File: src/shared/usp_defines.vh
`ifndef USP_DEFINES_VH
`define USP_DEFINES_VH
// ************************************************************
// register indices (byte address is four times the index)
// ************************************************************
`define USP_IDX_CONTROL     8'h98
`define USP_IDX_DATA        8'h99
`define USP_IDX_DIVISOR     8'h9A
`define USP_IDX_INT_STATUS  8'h9C
`define USP_IDX_INT_MASK    8'h9D
`define USP_ADDR_CONTROL    12'h260
`define USP_ADDR_DATA       12'h264
`define USP_ADDR_DIVISOR    12'h268
`define USP_ADDR_INT_STATUS 12'h270
`define USP_ADDR_INT_MASK   12'h274
// ************************************************************
// field positions
// ************************************************************
`define USP_CTL_MODE_HI     7
`define USP_CTL_MODE_LO     6
`define USP_CTL_MULTI       5
`define USP_CTL_REN         4
`define USP_CTL_TB8         3
`define USP_CTL_RB8         2
`define USP_CTL_TI          1
`define USP_CTL_RI          0
`define USP_DIV_DOUBLE      15
`define USP_DIV_RX_INV      14
`define USP_DIV_TX_INV      13
`define USP_DIV_VALUE_HI    11
// ************************************************************
// reset values and timing counts
// ************************************************************
`define USP_RST_CONTROL     8'h00
`define USP_RST_DIVISOR     16'h0081
`define USP_RST_INT_MASK    2'h0
`define USP_OVS_NORMAL      5'h10
`define USP_OVS_DOUBLE      5'h08
`define USP_BITS_SHORT      4'hA
`define USP_BITS_LONG       4'hB
`endif

File: src/logic/usp_port.v
`timescale 1ns/1ps
`include "usp_defines.vh"
// Function
// - mode 00: one shared pin, half duplex, start + 8 data + stop
// - mode 01: separate transmit and receive pins, start + 8 data + stop
// - mode 10: one shared pin, half duplex, start + 9 data + stop
// - mode 11: separate pins, start + 9 data + stop
// - data write starts a frame; transmit flag sets after the stop bit
// - nine-bit modes send the ninth transmit bit with the data byte
// - receive only while enabled; flag and byte after data and stop
// - nine-bit modes keep the ninth received bit in the control field
// - top two control bits select the frame mode
// - control bit selects single or multi device communication
// - flags read as pending; write 0 clears, write 1 raises the event
// - data address holds separate transmit and receive buffers
// - bit rate is clock / (16 / (1 + double)) / (divisor + 1)
// - separate bits invert the receive input and transmit output
module usp_port (
  input  wire        pclk,
  input  wire        presetn,
  input  wire        ce,
  input  wire        psel,
  input  wire        penable,
  input  wire        pwrite,
  input  wire [11:0] paddr,
  input  wire [31:0] pwdata,
  input  wire [3:0]  pstrb,
  output wire        pready,
  output reg  [31:0] prdata,
  output reg         pslverr,
  input  wire        rxd_in,
  output reg         rxd_out,
  output reg         rxd_oe,
  output reg         txd_out,
  output wire        irq
);
  // ************************************************************
  // state encodings
  // ************************************************************
  localparam RX_IDLE  = 2'b00;
  localparam RX_START = 2'b01;
  localparam RX_DATA  = 2'b10;
  localparam RX_STOP  = 2'b11;

  reg  [7:0]  control;
  reg  [15:0] divisor;
  reg  [1:0]  int_status;
  reg  [1:0]  int_mask;
  reg  [7:0]  rx_buffer;
  reg  [10:0] tx_shift;
  reg  [3:0]  tx_left;
  reg  [4:0]  tx_sub;
  reg         tx_busy;
  reg  [1:0]  rx_state;
  reg  [4:0]  rx_sub;
  reg  [3:0]  rx_count;
  reg  [8:0]  rx_shift;
  reg         rx_prev;
  reg  [31:0] next_prdata;
  reg         next_slverr;
  reg         tx_done;
  reg         rx_done;
  reg         rx_ninth;
  wire        tick;
  wire        rxd_sync;
  wire        rx_line;
  wire [1:0]  mode;
  wire        nine_bit;
  wire        single_wire;
  wire [4:0]  ovs;
  wire [4:0]  ovs_half;
  wire        setup_ph;
  wire        acc_wr;
  wire        acc_rd;
  wire        rx_allowed;
  wire        rx_accept;
  wire        tx_bit;

  assign mode        = control[`USP_CTL_MODE_HI:`USP_CTL_MODE_LO];
  assign nine_bit    = mode[1];
  assign single_wire = ~mode[0];
  // doubling halves the oversample count, doubling the bit rate
  assign ovs         = divisor[`USP_DIV_DOUBLE] ? `USP_OVS_DOUBLE : `USP_OVS_NORMAL;
  assign ovs_half    = {1'b0, ovs[4:1]};

  // ************************************************************
  // bus handshake
  // ************************************************************
  // every access completes in its first access cycle unless frozen
  assign pready   = ce;
  assign setup_ph = ce & psel & ~penable;
  assign acc_wr   = ce & psel & penable & pwrite;
  assign acc_rd   = ce & psel & penable & ~pwrite;

  // ************************************************************
  // baud tick and input synchroniser
  // ************************************************************
  // the divisor's top bits carry the doubler and the line inversions, not the count
  usp_tick #(
    .DIV_W (12)
  ) u_tick (
    .pclk    (pclk),
    .presetn (presetn),
    .ce      (ce),
    .divisor (divisor[`USP_DIV_VALUE_HI:0]),
    .tick    (tick)
  );

  // the shared or receive pin arrives from outside the clock domain
  usp_sync #(
    .RESET_VAL (1'b1)
  ) u_rx_sync (
    .pclk    (pclk),
    .presetn (presetn),
    .ce      (ce),
    .d       (rxd_in),
    .q       (rxd_sync)
  );

  assign rx_line = rxd_sync ^ divisor[`USP_DIV_RX_INV];

  // ************************************************************
  // read data, captured in the setup cycle
  // ************************************************************
  // a status bit set during the access cycle is neither returned nor
  // cleared by that read, so no event is lost to a racing read
  always @* begin
    next_prdata = 32'h0000_0000;
    next_slverr = 1'b0;
    case (paddr)
      `USP_ADDR_CONTROL:    next_prdata = {24'h00_0000, control};
      `USP_ADDR_DATA:       next_prdata = {24'h00_0000, rx_buffer};
      `USP_ADDR_DIVISOR:    next_prdata = {16'h0000, divisor[15:13], 1'b0, divisor[11:0]};
      `USP_ADDR_INT_STATUS: next_prdata = {30'h0000_0000, int_status};
      `USP_ADDR_INT_MASK:   next_prdata = {30'h0000_0000, int_mask};
      default:              next_slverr = 1'b1;
    endcase
  end

  always @(posedge pclk or negedge presetn) begin
    if (!presetn) begin
      prdata  <= 32'h0000_0000;
      pslverr <= 1'b0;
    end else if (setup_ph) begin
      prdata  <= pwrite ? 32'h0000_0000 : next_prdata;
      pslverr <= next_slverr;
    end
  end

  // ************************************************************
  // control, divisor and interrupt registers
  // ************************************************************
  always @(posedge pclk or negedge presetn) begin
    if (!presetn) begin
      control    <= `USP_RST_CONTROL;
      divisor    <= `USP_RST_DIVISOR;
      int_mask   <= `USP_RST_INT_MASK;
      int_status <= 2'h0;
    end else if (ce) begin
      if (acc_wr && paddr == `USP_ADDR_CONTROL && pstrb[0]) begin
        control[7:3] <= pwdata[7:3];
        control[`USP_CTL_RB8] <= rx_done ? rx_ninth : pwdata[`USP_CTL_RB8];
        // a hardware set in the same cycle beats a written zero
        control[`USP_CTL_TI] <= pwdata[`USP_CTL_TI] | tx_done;
        control[`USP_CTL_RI] <= pwdata[`USP_CTL_RI] | rx_done;
      end else begin
        if (tx_done)
          control[`USP_CTL_TI] <= 1'b1;
        if (rx_done) begin
          control[`USP_CTL_RI]  <= 1'b1;
          control[`USP_CTL_RB8] <= rx_ninth;
        end
      end
      if (acc_wr && paddr == `USP_ADDR_DIVISOR) begin
        if (pstrb[0])
          divisor[7:0] <= pwdata[7:0];
        if (pstrb[1])
          divisor[15:8] <= {pwdata[15:13], 1'b0, pwdata[11:8]};
      end
      if (acc_wr && paddr == `USP_ADDR_INT_MASK && pstrb[0])
        int_mask <= pwdata[1:0];
      // read clears only the bits that the reader saw; new events still set
      int_status <= (int_status & ~((acc_rd && paddr == `USP_ADDR_INT_STATUS) ? prdata[1:0] : 2'h0))
                    | {tx_done | (acc_wr && paddr == `USP_ADDR_CONTROL && pstrb[0] && pwdata[`USP_CTL_TI]),
                       rx_done | (acc_wr && paddr == `USP_ADDR_CONTROL && pstrb[0] && pwdata[`USP_CTL_RI])};
    end
  end

  assign irq = |(int_status & int_mask);

  // ************************************************************
  // transmitter
  // ************************************************************
  // the prescaler runs free and is not restarted per frame, so the
  // start bit may be short by up to one divisor period; with a divisor
  // of zero every bit is exactly one oversample count of clocks
  always @(posedge pclk or negedge presetn) begin
    if (!presetn) begin
      tx_shift <= 11'h7FF;
      tx_left  <= 4'h0;
      tx_sub   <= 5'h00;
      tx_busy  <= 1'b0;
      tx_done  <= 1'b0;
    end else if (ce) begin
      tx_done <= 1'b0;
      if (!tx_busy) begin
        // a write to the transmit buffer while a frame runs is dropped
        if (acc_wr && paddr == `USP_ADDR_DATA && pstrb[0]) begin
          tx_busy <= 1'b1;
          tx_sub  <= 5'h00;
          if (nine_bit) begin
            tx_shift <= {1'b1, control[`USP_CTL_TB8], pwdata[7:0], 1'b0};
            tx_left  <= `USP_BITS_LONG;
          end else begin
            tx_shift <= {2'b11, pwdata[7:0], 1'b0};
            tx_left  <= `USP_BITS_SHORT;
          end
        end
      end else if (tick) begin
        if (tx_sub == ovs - 5'h01) begin
          tx_sub   <= 5'h00;
          tx_shift <= {1'b1, tx_shift[10:1]};
          if (tx_left == 4'h1) begin
            tx_busy <= 1'b0;
            tx_done <= 1'b1;
          end
          tx_left <= tx_left - 4'h1;
        end else begin
          tx_sub <= tx_sub + 5'h01;
        end
      end
    end
  end

  assign tx_bit = tx_busy ? tx_shift[0] : 1'b1;

  // ************************************************************
  // pin drivers
  // ************************************************************
  // pins are registered: each shift shows on the pin one clock later, and the
  // shared pin is released only after the stop bit has stood its full time
  always @(posedge pclk or negedge presetn) begin
    if (!presetn) begin
      txd_out <= 1'b1;
      rxd_out <= 1'b1;
      rxd_oe  <= 1'b0;
    end else if (ce) begin
      if (single_wire) begin
        txd_out <= 1'b1 ^ divisor[`USP_DIV_TX_INV];
        rxd_out <= tx_bit ^ divisor[`USP_DIV_TX_INV];
        rxd_oe  <= tx_busy;
      end else begin
        txd_out <= tx_bit ^ divisor[`USP_DIV_TX_INV];
        rxd_out <= 1'b1;
        rxd_oe  <= 1'b0;
      end
    end
  end

  // ************************************************************
  // receiver
  // ************************************************************
  // on a shared pin the port would hear its own frame, so it stops listening
  assign rx_allowed = control[`USP_CTL_REN] & ~(single_wire & tx_busy);
  // multi-device: a nine-bit frame with ninth bit low raises no flag
  assign rx_accept  = ~(control[`USP_CTL_MULTI] & nine_bit & ~rx_shift[8]);
  // rx_prev resets to the idle level, so leaving reset never looks like a start edge

  always @(posedge pclk or negedge presetn) begin
    if (!presetn) begin
      rx_state  <= RX_IDLE;
      rx_sub    <= 5'h00;
      rx_count  <= 4'h0;
      rx_shift  <= 9'h000;
      rx_prev   <= 1'b1;
      rx_buffer <= 8'h00;
      rx_done   <= 1'b0;
      rx_ninth  <= 1'b0;
    end else if (ce) begin
      rx_prev <= rx_line;
      rx_done <= 1'b0;
      case (rx_state)
        RX_IDLE: begin
          if (rx_allowed && rx_prev && !rx_line) begin
            rx_state <= RX_START;
            rx_sub   <= 5'h00;
          end
        end
        RX_START: begin
          if (!rx_allowed) begin
            rx_state <= RX_IDLE;
          end else if (tick) begin
            if (rx_sub == ovs_half - 5'h01) begin
              rx_sub   <= 5'h00;
              rx_count <= 4'h0;
              // a glitch shorter than half a bit is not a start bit
              rx_state <= rx_line ? RX_IDLE : RX_DATA;
            end else begin
              rx_sub <= rx_sub + 5'h01;
            end
          end
        end
        RX_DATA: begin
          if (!rx_allowed) begin
            rx_state <= RX_IDLE;
          end else if (tick) begin
            if (rx_sub == ovs - 5'h01) begin
              rx_sub <= 5'h00;
              if (nine_bit)
                rx_shift <= {rx_line, rx_shift[8:1]};
              else
                // eight-bit frames fill [8:1], leaving [0] clear for the next frame
                rx_shift <= {rx_line, rx_shift[8:2], 1'b0};
              rx_count <= rx_count + 4'h1;
              if (rx_count == (nine_bit ? 4'h8 : 4'h7))
                rx_state <= RX_STOP;
            end else begin
              rx_sub <= rx_sub + 5'h01;
            end
          end
        end
        RX_STOP: begin
          if (!rx_allowed) begin
            rx_state <= RX_IDLE;
          end else if (tick) begin
            if (rx_sub == ovs - 5'h01) begin
              rx_sub   <= 5'h00;
              rx_state <= RX_IDLE;
              // stop level is not checked: no framing error is reported
              if (rx_accept) begin
                rx_buffer <= nine_bit ? rx_shift[7:0] : rx_shift[8:1];
                rx_ninth  <= nine_bit ? rx_shift[8] : control[`USP_CTL_RB8];
                rx_done   <= 1'b1;
              end
            end else begin
              rx_sub <= rx_sub + 5'h01;
            end
          end
        end
        default: rx_state <= RX_IDLE;
      endcase
    end
  end
endmodule // usp_port

File: src/logic/usp_sync.v
`timescale 1ns/1ps
// ************************************************************
// two-flop synchroniser for a pin input
// ************************************************************
module usp_sync #(
  parameter RESET_VAL = 1'b1
) (
  input  wire pclk,
  input  wire presetn,
  input  wire ce,
  input  wire d,
  output reg  q
);
  reg meta;

  always @(posedge pclk or negedge presetn) begin
    if (!presetn) begin
      meta <= RESET_VAL;
      q    <= RESET_VAL;
    end else if (ce) begin
      meta <= d;
      q    <= meta;
    end
  end
endmodule // usp_sync

File: src/logic/usp_tick.v
`timescale 1ns/1ps
// ************************************************************
// divisor prescaler: one tick every (divisor + 1) clocks
// ************************************************************
module usp_tick #(
  parameter DIV_W = 12
) (
  input  wire             pclk,
  input  wire             presetn,
  input  wire             ce,
  input  wire [DIV_W-1:0] divisor,
  output reg              tick
);
  reg [DIV_W-1:0] count;

  always @(posedge pclk or negedge presetn) begin
    if (!presetn) begin
      count <= {DIV_W{1'b0}};
      tick  <= 1'b0;
    end else if (ce) begin
      // >= guards against a divisor lowered below the running count
      if (count >= divisor) begin
        count <= {DIV_W{1'b0}};
        tick  <= 1'b1;
      end else begin
        count <= count + 1'b1;
        tick  <= 1'b0;
      end
    end
  end
endmodule // usp_tick

File: config.mk
export PLATFORM = sky130hd
export DESIGN_NAME = usp_port
export DESIGN_NICKNAME = d
export VERILOG_FILES = /design/src/logic/usp_port.v /design/src/logic/usp_sync.v /design/src/logic/usp_tick.v
export VERILOG_INCLUDE_DIRS = /design/src /design/src/shared
export SDC_FILE = /design/constraint.sdc
export NUM_CORES = 1
export LEC_CHECK = 0
export ABC_AREA = 1
export BUFFER_PORTS_ARGS = -buffer_cell sky130_fd_sc_hd__clkbuf_2
export CORE_AREA = 2 2 117 119
export CTS_CLUSTER_SIZE = 14
export DETAILED_ROUTE_END_ITERATION = 8
export DIE_AREA = 0 0 119 121
export GPL_TIMING_DRIVEN = 1
export PLACE_DENSITY = 0.7
export SYNTH_ARGS = -nofsm -noshare
export SYNTH_HDL_FRONTEND = slang
export SYNTH_SLANG_ARGS = --single-unit
File: constraint.sdc
create_clock -name pclk -period 2.58 [get_ports pclk]
set_input_delay 0.516 -clock pclk [delete_from_list [all_inputs] [get_ports pclk]]
set_output_delay 0.516 -clock pclk [all_outputs]
set_load 0.05 [all_outputs]
==> results.cfg, run 1 <==
[global_route]
grt_pass1_wl_microns = 24800
grtUsageTotal_pct = 22.0
overflow = 0
antenna_found_initial = 0
grt_pass1_vias = 5099
grt_max_degree = 46

[cts]
cts_tree = yes
cts_num_sinks = 113
cts_resized = 0
clock_latency_ps = 420
h-tree-depth = 4
cts_setup_buffers = 0
clk_pin_slew_ps = 50
cts_root_buffer = clkbuf_16
holdBufCountCts = 0
clk_path_buf_depth = 2
cts_buffers = 17

[route]
drtAntennaViolNets = 0
vias = 5380
maxUsedRoutingLayer = met4
m1WireLength_microns = 7090
vias_per_cell = 4.99
routedWlPerCell_microns = 13.6
dr.pass1.iters = 5
wl_met3_microns = 562
drc = 0
met2_length_microns = 6840
wl_microns = 14700
initialDrtViolationCount = 365

[yosys]
ys_ff_latch = 113
synthArstFlopShare_pct = 100
synth_edf_count = 0
yosysMostFrequentCell = nand2_1
syn_area_per_cell_sq_um = 7.77
synth_cell_types = 44
synthCells = 831
yosys-top-cells-area = dfrtp_1, nand2_1, dfstp_2
synth-main-ff-cell = dfrtp_1
synth-warning-count = 0
netlist_top_cells_count = nand2_1, dfrtp_1, inv_1
synth_top_area_share_pct = 37.2
synth.cell_area_sq_um = 6450
ys_seq_area_share_pct = 44.1
yosysTopAreaCell = dfrtp_1

[final_layout]
fin_nets = 962
diodes = 0
area_delta_synth_final_pct = 16.1
drive_gt1_share_pct = 17.8

[status]
status = complete, no violations

[timing]
worst_slew_pin_slew_ps = 613
setup_viol = 0
hold_viol = 0
fin_crit_sh_pct = 78.5
setup_tns_ps = 0
period_needed_ps = 2030
fin_skew_ps = 9.14
worst_slack_ps = 553
finalMaxSlewViolations = 0
rsz0062_at_grt = false
fmax_ghz = 0.493
relSlewSlack_pct = 59.1

[critical_path]
critPathCaptureType = register
cp_cell_sequence = inv_1 > ha_1 > nand2_1 > inv_1 > nand2_1 > nand2_1 > nand2_1 > nand2_1 > nor2_1 > nand2_1 > nand2_1 > o21ai_0
required_ps = 2880
worstSetupPathType = register to register
slowest_delay_ps = 510
critPathMostFrequentCell = nand2_1
crit_arrival_ps = 2320
path_max_fanout = 7
cp_slowest_cell = dfstp_2
cp-start-kind = register

[pwr]
irDropWorstVdd_uv = 499
power_density_nw_per_um2 = 693
p_leak_nw = 3.83

[floorplanning]
core-area_sq_um = 13100
design.die.area_sq_um = 14400
rows = 42
die_h_microns = 121
die_width_microns = 119
start_util_pct = 49.3
ios = 93

[placed_design]
routabilityCongestion = 0.832
hpwl_microns = 10900
portBuffers = 56
dpl_worst_slack_ps = 566

[job]
maxCapViolCount = 0

[min_path]
hold_path_class = input pin to asynchronous set/reset pin
## kinds of logic (layout without fill, tap and decap cells)
group / Yosys count / in the layout / share of synthesized area (%)
AOI/OAI and AO/OA: 116 / 116 / 9.65
xor gates and xnor gates: 12 / 12 / 1.63
adders and majority gates: 18 / 18 / 3.49
buffers and inverters: 132 / 187 / 9.62
DFF: 113 / 113 / 44.1
muxes: 2 / 2 / 0.310
other: 1 / 17 / 0.0581
and+or+nand+nor: 437 / 437 / 31.1
## area by class of cell
| type | count | area, sq um |
|---|---|---|
| multi-input combinational | 602 | 3040 |
| clock inverter | 9 | 175 |
| tap | 176 | 220 |
| clock buffer | 23 | 498 |
| timing repair buffer | 64 | 368 |
| sequential | 113 | 2850 |
| inverter | 91 | 342 |
| fill | 1202 | 5590 |
## layout by cell type, fill, tap and decap left out, types with 3 or more instances in the layout
| cell type | netlist | layout |
|---|---|---|
| nand3_1 | 61 | 61 |
| nor2_4 | 9 | 9 |
| ha_1 | 18 | 18 |
| o21ai_0 | 58 | 58 |
| nand3b_1 | 3 | 3 |
| nor2_2 | 6 | 6 |
| nand2_2 | 6 | 6 |
| o211ai_1 | 8 | 8 |
| o21ai_1 | 26 | 26 |
| bufinv_16 | 0 | 5 |
| nand2_1 | 269 | 269 |
| buf_4 | 21 | 7 |
| inv_2 | 15 | 15 |
| nor3b_1 | 3 | 3 |
| dfstp_2 | 17 | 17 |
| nor2_1 | 45 | 45 |
| inv_1 | 76 | 76 |
| clkbuf_16 | 0 | 17 |
| nor3_1 | 6 | 6 |
| clkbuf_8 | 0 | 5 |
| clkbuf_2 | 0 | 55 |
| xor2_1 | 7 | 7 |
| conb_1 | 1 | 17 |
| nand3_2 | 4 | 4 |
| nand4_1 | 15 | 15 |
| dfrtp_1 | 96 | 96 |
| xnor2_1 | 5 | 5 |
| a21oi_1 | 15 | 15 |
## power breakdown
part           internal [W]  switching [W]  total [W]
clock               0.00184       0.000814    0.00265
combinational      0.000179       0.000380   0.000559
sequential          0.00186       0.000120    0.00198
## stage by stage
| step | std cells | instance area [sq um] | util [%] | hold slack [ps] | power (W) |
|---|---|---|---|---|---|
| global route | 1078 | 7500 | 57.3 | 149 | 0.00541 |
| finish | 1078 | 7500 | 57.3 | 114 | 0.00519 |
| detailed placement | 1046 | 6820 | 52.1 | 454 | 0.00257 |
| global placement | 1046 | 6820 | 52.1 | 453 | 0.00256 |
| CTS | 1078 | 7500 | 57.3 | 132 | 0.00522 |
| floorplan | 847 | 6510 | - | 220 | 0.00241 |
## per-layer routing
| metal | vias up | GRT usage [%] |
|---|---|---|
| met1 | 2498 | 30.3 |
| met5 | - | 0 |
| met4 | 0 | 7.14 |
| li1 | 2760 | - |
| met3 | 15 | 4.84 |
| met2 | 107 | 34.8 |
## sequential cells by signal (all words and copies together) (netlist names), 2 cells and up
signal        count
rx_shift          9
tx_sub            5
rx_buffer         8
tx_left           4
rx_state          2
rx_count          4
rx_sub            5
u_tick.count     12
divisor          15
control           8
tx_shift         10
prdata           15
int_status        2
int_mask          2
## path summary, 6_finish.rpt
kind	to	slack (ps)	from	cells after the start
setup / recovery	u_tick.tick	550	divisor[7]	12
hold / removal	rx_buffer[0]	110	presetn	1
setup reg to reg	u_tick.tick	550	divisor[7]	12
hold reg to reg	u_rx_sync.meta	460	u_rx_sync.meta	2
max in group asynchronous	u_rx_sync.meta	1780	presetn	2
min in group pclk	divisor[9]	310	pwdata[9]	3
## critical path, delay by kind of cell (launching register included)
family                   cells  cell delay (ps)
AO/OA/AOI/OAI                1               90
buffers and inverters        2              110
flip-flops                   1              510
AND/OR/NAND/NOR              8              870
adder cells (fa/ha/maj)      1              320
No activity file was read; power rests on OpenSTA's default activity.
==> run 2: changes to the inputs <==
Settings changed: PLACE_DENSITY 0.7 to 0.73.
Clock period 2.58 ns to 1.8 ns, I/O delays scaled along.
==> run 2 against run 1 <==
Clock skew shrank 3.1 ps; global-route usage up 0.98 points; largest cell class unchanged; critical endpoint is now u_tick.count[5]; final area grew 3.6%.
==> results.cfg, run 2 (synthesis gave the netlist of run 1 again) <==
[status]
status = complete, no violations

[timing]
holdWs_ps = 143
finalMaxSlewViolations = 0
setup_viol = 0
period_needed_ps = 1740
hold_viol = 0
fmax_ghz = 0.576
setup_tns_ps = 0
fin_crit_sh_pct = 96.5
fin_skew_ps = 5.99

[floorplanning]
die_h_microns = 121
design.die.area_sq_um = 14400
ios = 93
start_util_pct = 49.3
rows = 42
die_width_microns = 119
core-area_sq_um = 13100

[route]
dr.pass1.iters = 7
initialDrtViolationCount = 338
wl_microns = 15600
drc = 0
vias_per_cell = 5.09
drtAntennaViolNets = 0
vias = 5678
routedWlPerCell_microns = 14.0

[placed_design]
post_dp_cell_area_sq_um = 7080
hpwl_microns = 11500
routabilityCongestion = 0.839
portBuffers = 56

[pwr]
power_density_nw_per_um2 = 907
irDropWorstVdd_uv = 721
netSwitchingFraction_pct = 27.7
clockPowerShare_pct = 46.1
p_leak_nw = 3.99
switching_power_w = 0.00195
combPwrFrac_pct = 14.2
power.total_w = 0.00704
power_frac_seq_pct = 39.7
p_int_w = 0.00510

[critical_path]
required_ps = 2150
path_max_fanout = 5
cp_cell_sequence = inv_1 > ha_4 > nand2_4 > inv_1 > nand2_1 > nand2_1 > nand2_1 > nand2_1 > nor2_2 > nand2_4 > buf_4 > a21oi_2
cp_num_buf_inv = 3
cp_slowest_cell = dfstp_2
worstSetupPathType = register to register
crit_arrival_ps = 2080
cpLargestDelayFamily = simple AND/OR/NAND/NOR gates
critPathCaptureType = register
critPathMostFrequentCell = nand2_1
slowest_delay_ps = 510
cp-start-kind = register

[final_layout]
drive_gt1_share_pct = 22.4
area_delta_synth_final_pct = 20.3
layout_commonest_cell = nand2_1
final_util_pct = 59.3
register_area_sq_um = 2850
fin_area_sq_um = 7760
reg.largest.list = divisor: 15 flops, prdata: 15 flops, u_tick.count: 12 flops
fin_nets = 999
layout_common_cells = nand2_1, dfrtp_1, inv_1
diodes = 0
num-fill-cells = 1166
multi_input_area_sq_um = 3130

[global_route]
grt_max_degree = 33
grt_pass1_vias = 5416
antenna_found_initial = 0
grtUsageTotal_pct = 23.0
overflow = 0
grt_pass1_wl_microns = 25900

[cts]
clock_latency_ps = 420
cts_num_sinks = 113
clk_pin_slew_ps = 50
cts_buffers = 17
h-tree-depth = 4
clk_path_buf_depth = 2
cts_root_buffer = clkbuf_16
cts_tree = yes

[min_path]
hold_path_class = input pin to register

[job]
maxCapViolCount = 0
run 2: layout make-up:
| cell class | count | area share, % |
|---|---|---|
| inverter | 91 | 4.40 |
| sequential | 113 | 36.7 |
| multi-input combinational | 603 | 40.3 |
| timing repair buffer | 100 | 8.35 |
| tap | 176 | 2.84 |
| clock inverter | 11 | 1.45 |
| clock buffer | 21 | 5.93 |
run 2: timing repair:
item                                    in CTS  in global routing
endpoints found under the hold margin       22                  0
pin swaps                                    1                  3
buffers inserted                             1                  0
gates cloned                                 0                  1
gates resized for setup                      5                 19
endpoints found under the setup margin       7                 27
hold buffers                                 1                  0
run 2: final timing paths:
check,cells after the start,startpoint,endpoint,slack [ps]
worst max-delay path,12,divisor[7],u_tick.count[5],60
worst min-delay path,3,rxd_in,u_rx_sync.meta,140
worst max register to register,12,divisor[7],u_tick.count[5],60
worst min register to register,2,prdata[4],prdata[4],480
max in group asynchronous,3,presetn,tx_shift[8],730
min in group asynchronous,2,presetn,rx_buffer[0],450
run 2: power groups by stage:
stage	logic (W)	clock network [W]	registers, W
after global routing	0.00113	0.00341	0.00281
after detailed placement	0.000953	0	0.00283
after global placement	0.000925	0	0.00282
final	0.00100	0.00325	0.00279
after CTS	0.000964	0.00328	0.00279
after floorplan	0.000608	0	0.00284
run 2: per-layer routing:
layer	track usage (%)	wire length, microns	up-vias
li1	-	-	2844
met1	30.0	7050	2658
met2	38.3	7630	159
met3	5.50	769	17
met4	6.62	193	0
met5	0	0	-
run 2: stage by stage:
| stage | instances | worst slack, ps |
|---|---|---|
| floorplan | 847 | 33.4 |
| global placement | 1080 | -62.1 |
| detailed placement | 1080 | -101 |
| CTS | 1114 | 2.03 |
| global route | 1115 | -3.46 |
| finish | 1115 | 62.7 |
run 2: worst register-to-register path, stage by stage, from the launching register on:
cell and delay, ps:
dfstp_2 510, inv_1 70, ha_4 230, nand2_4 80
inv_1 40, nand2_1 50, nand2_1 40, nand2_1 50
nand2_1 60, nor2_2 170, nand2_4 110, buf_4 150
a21oi_2 100
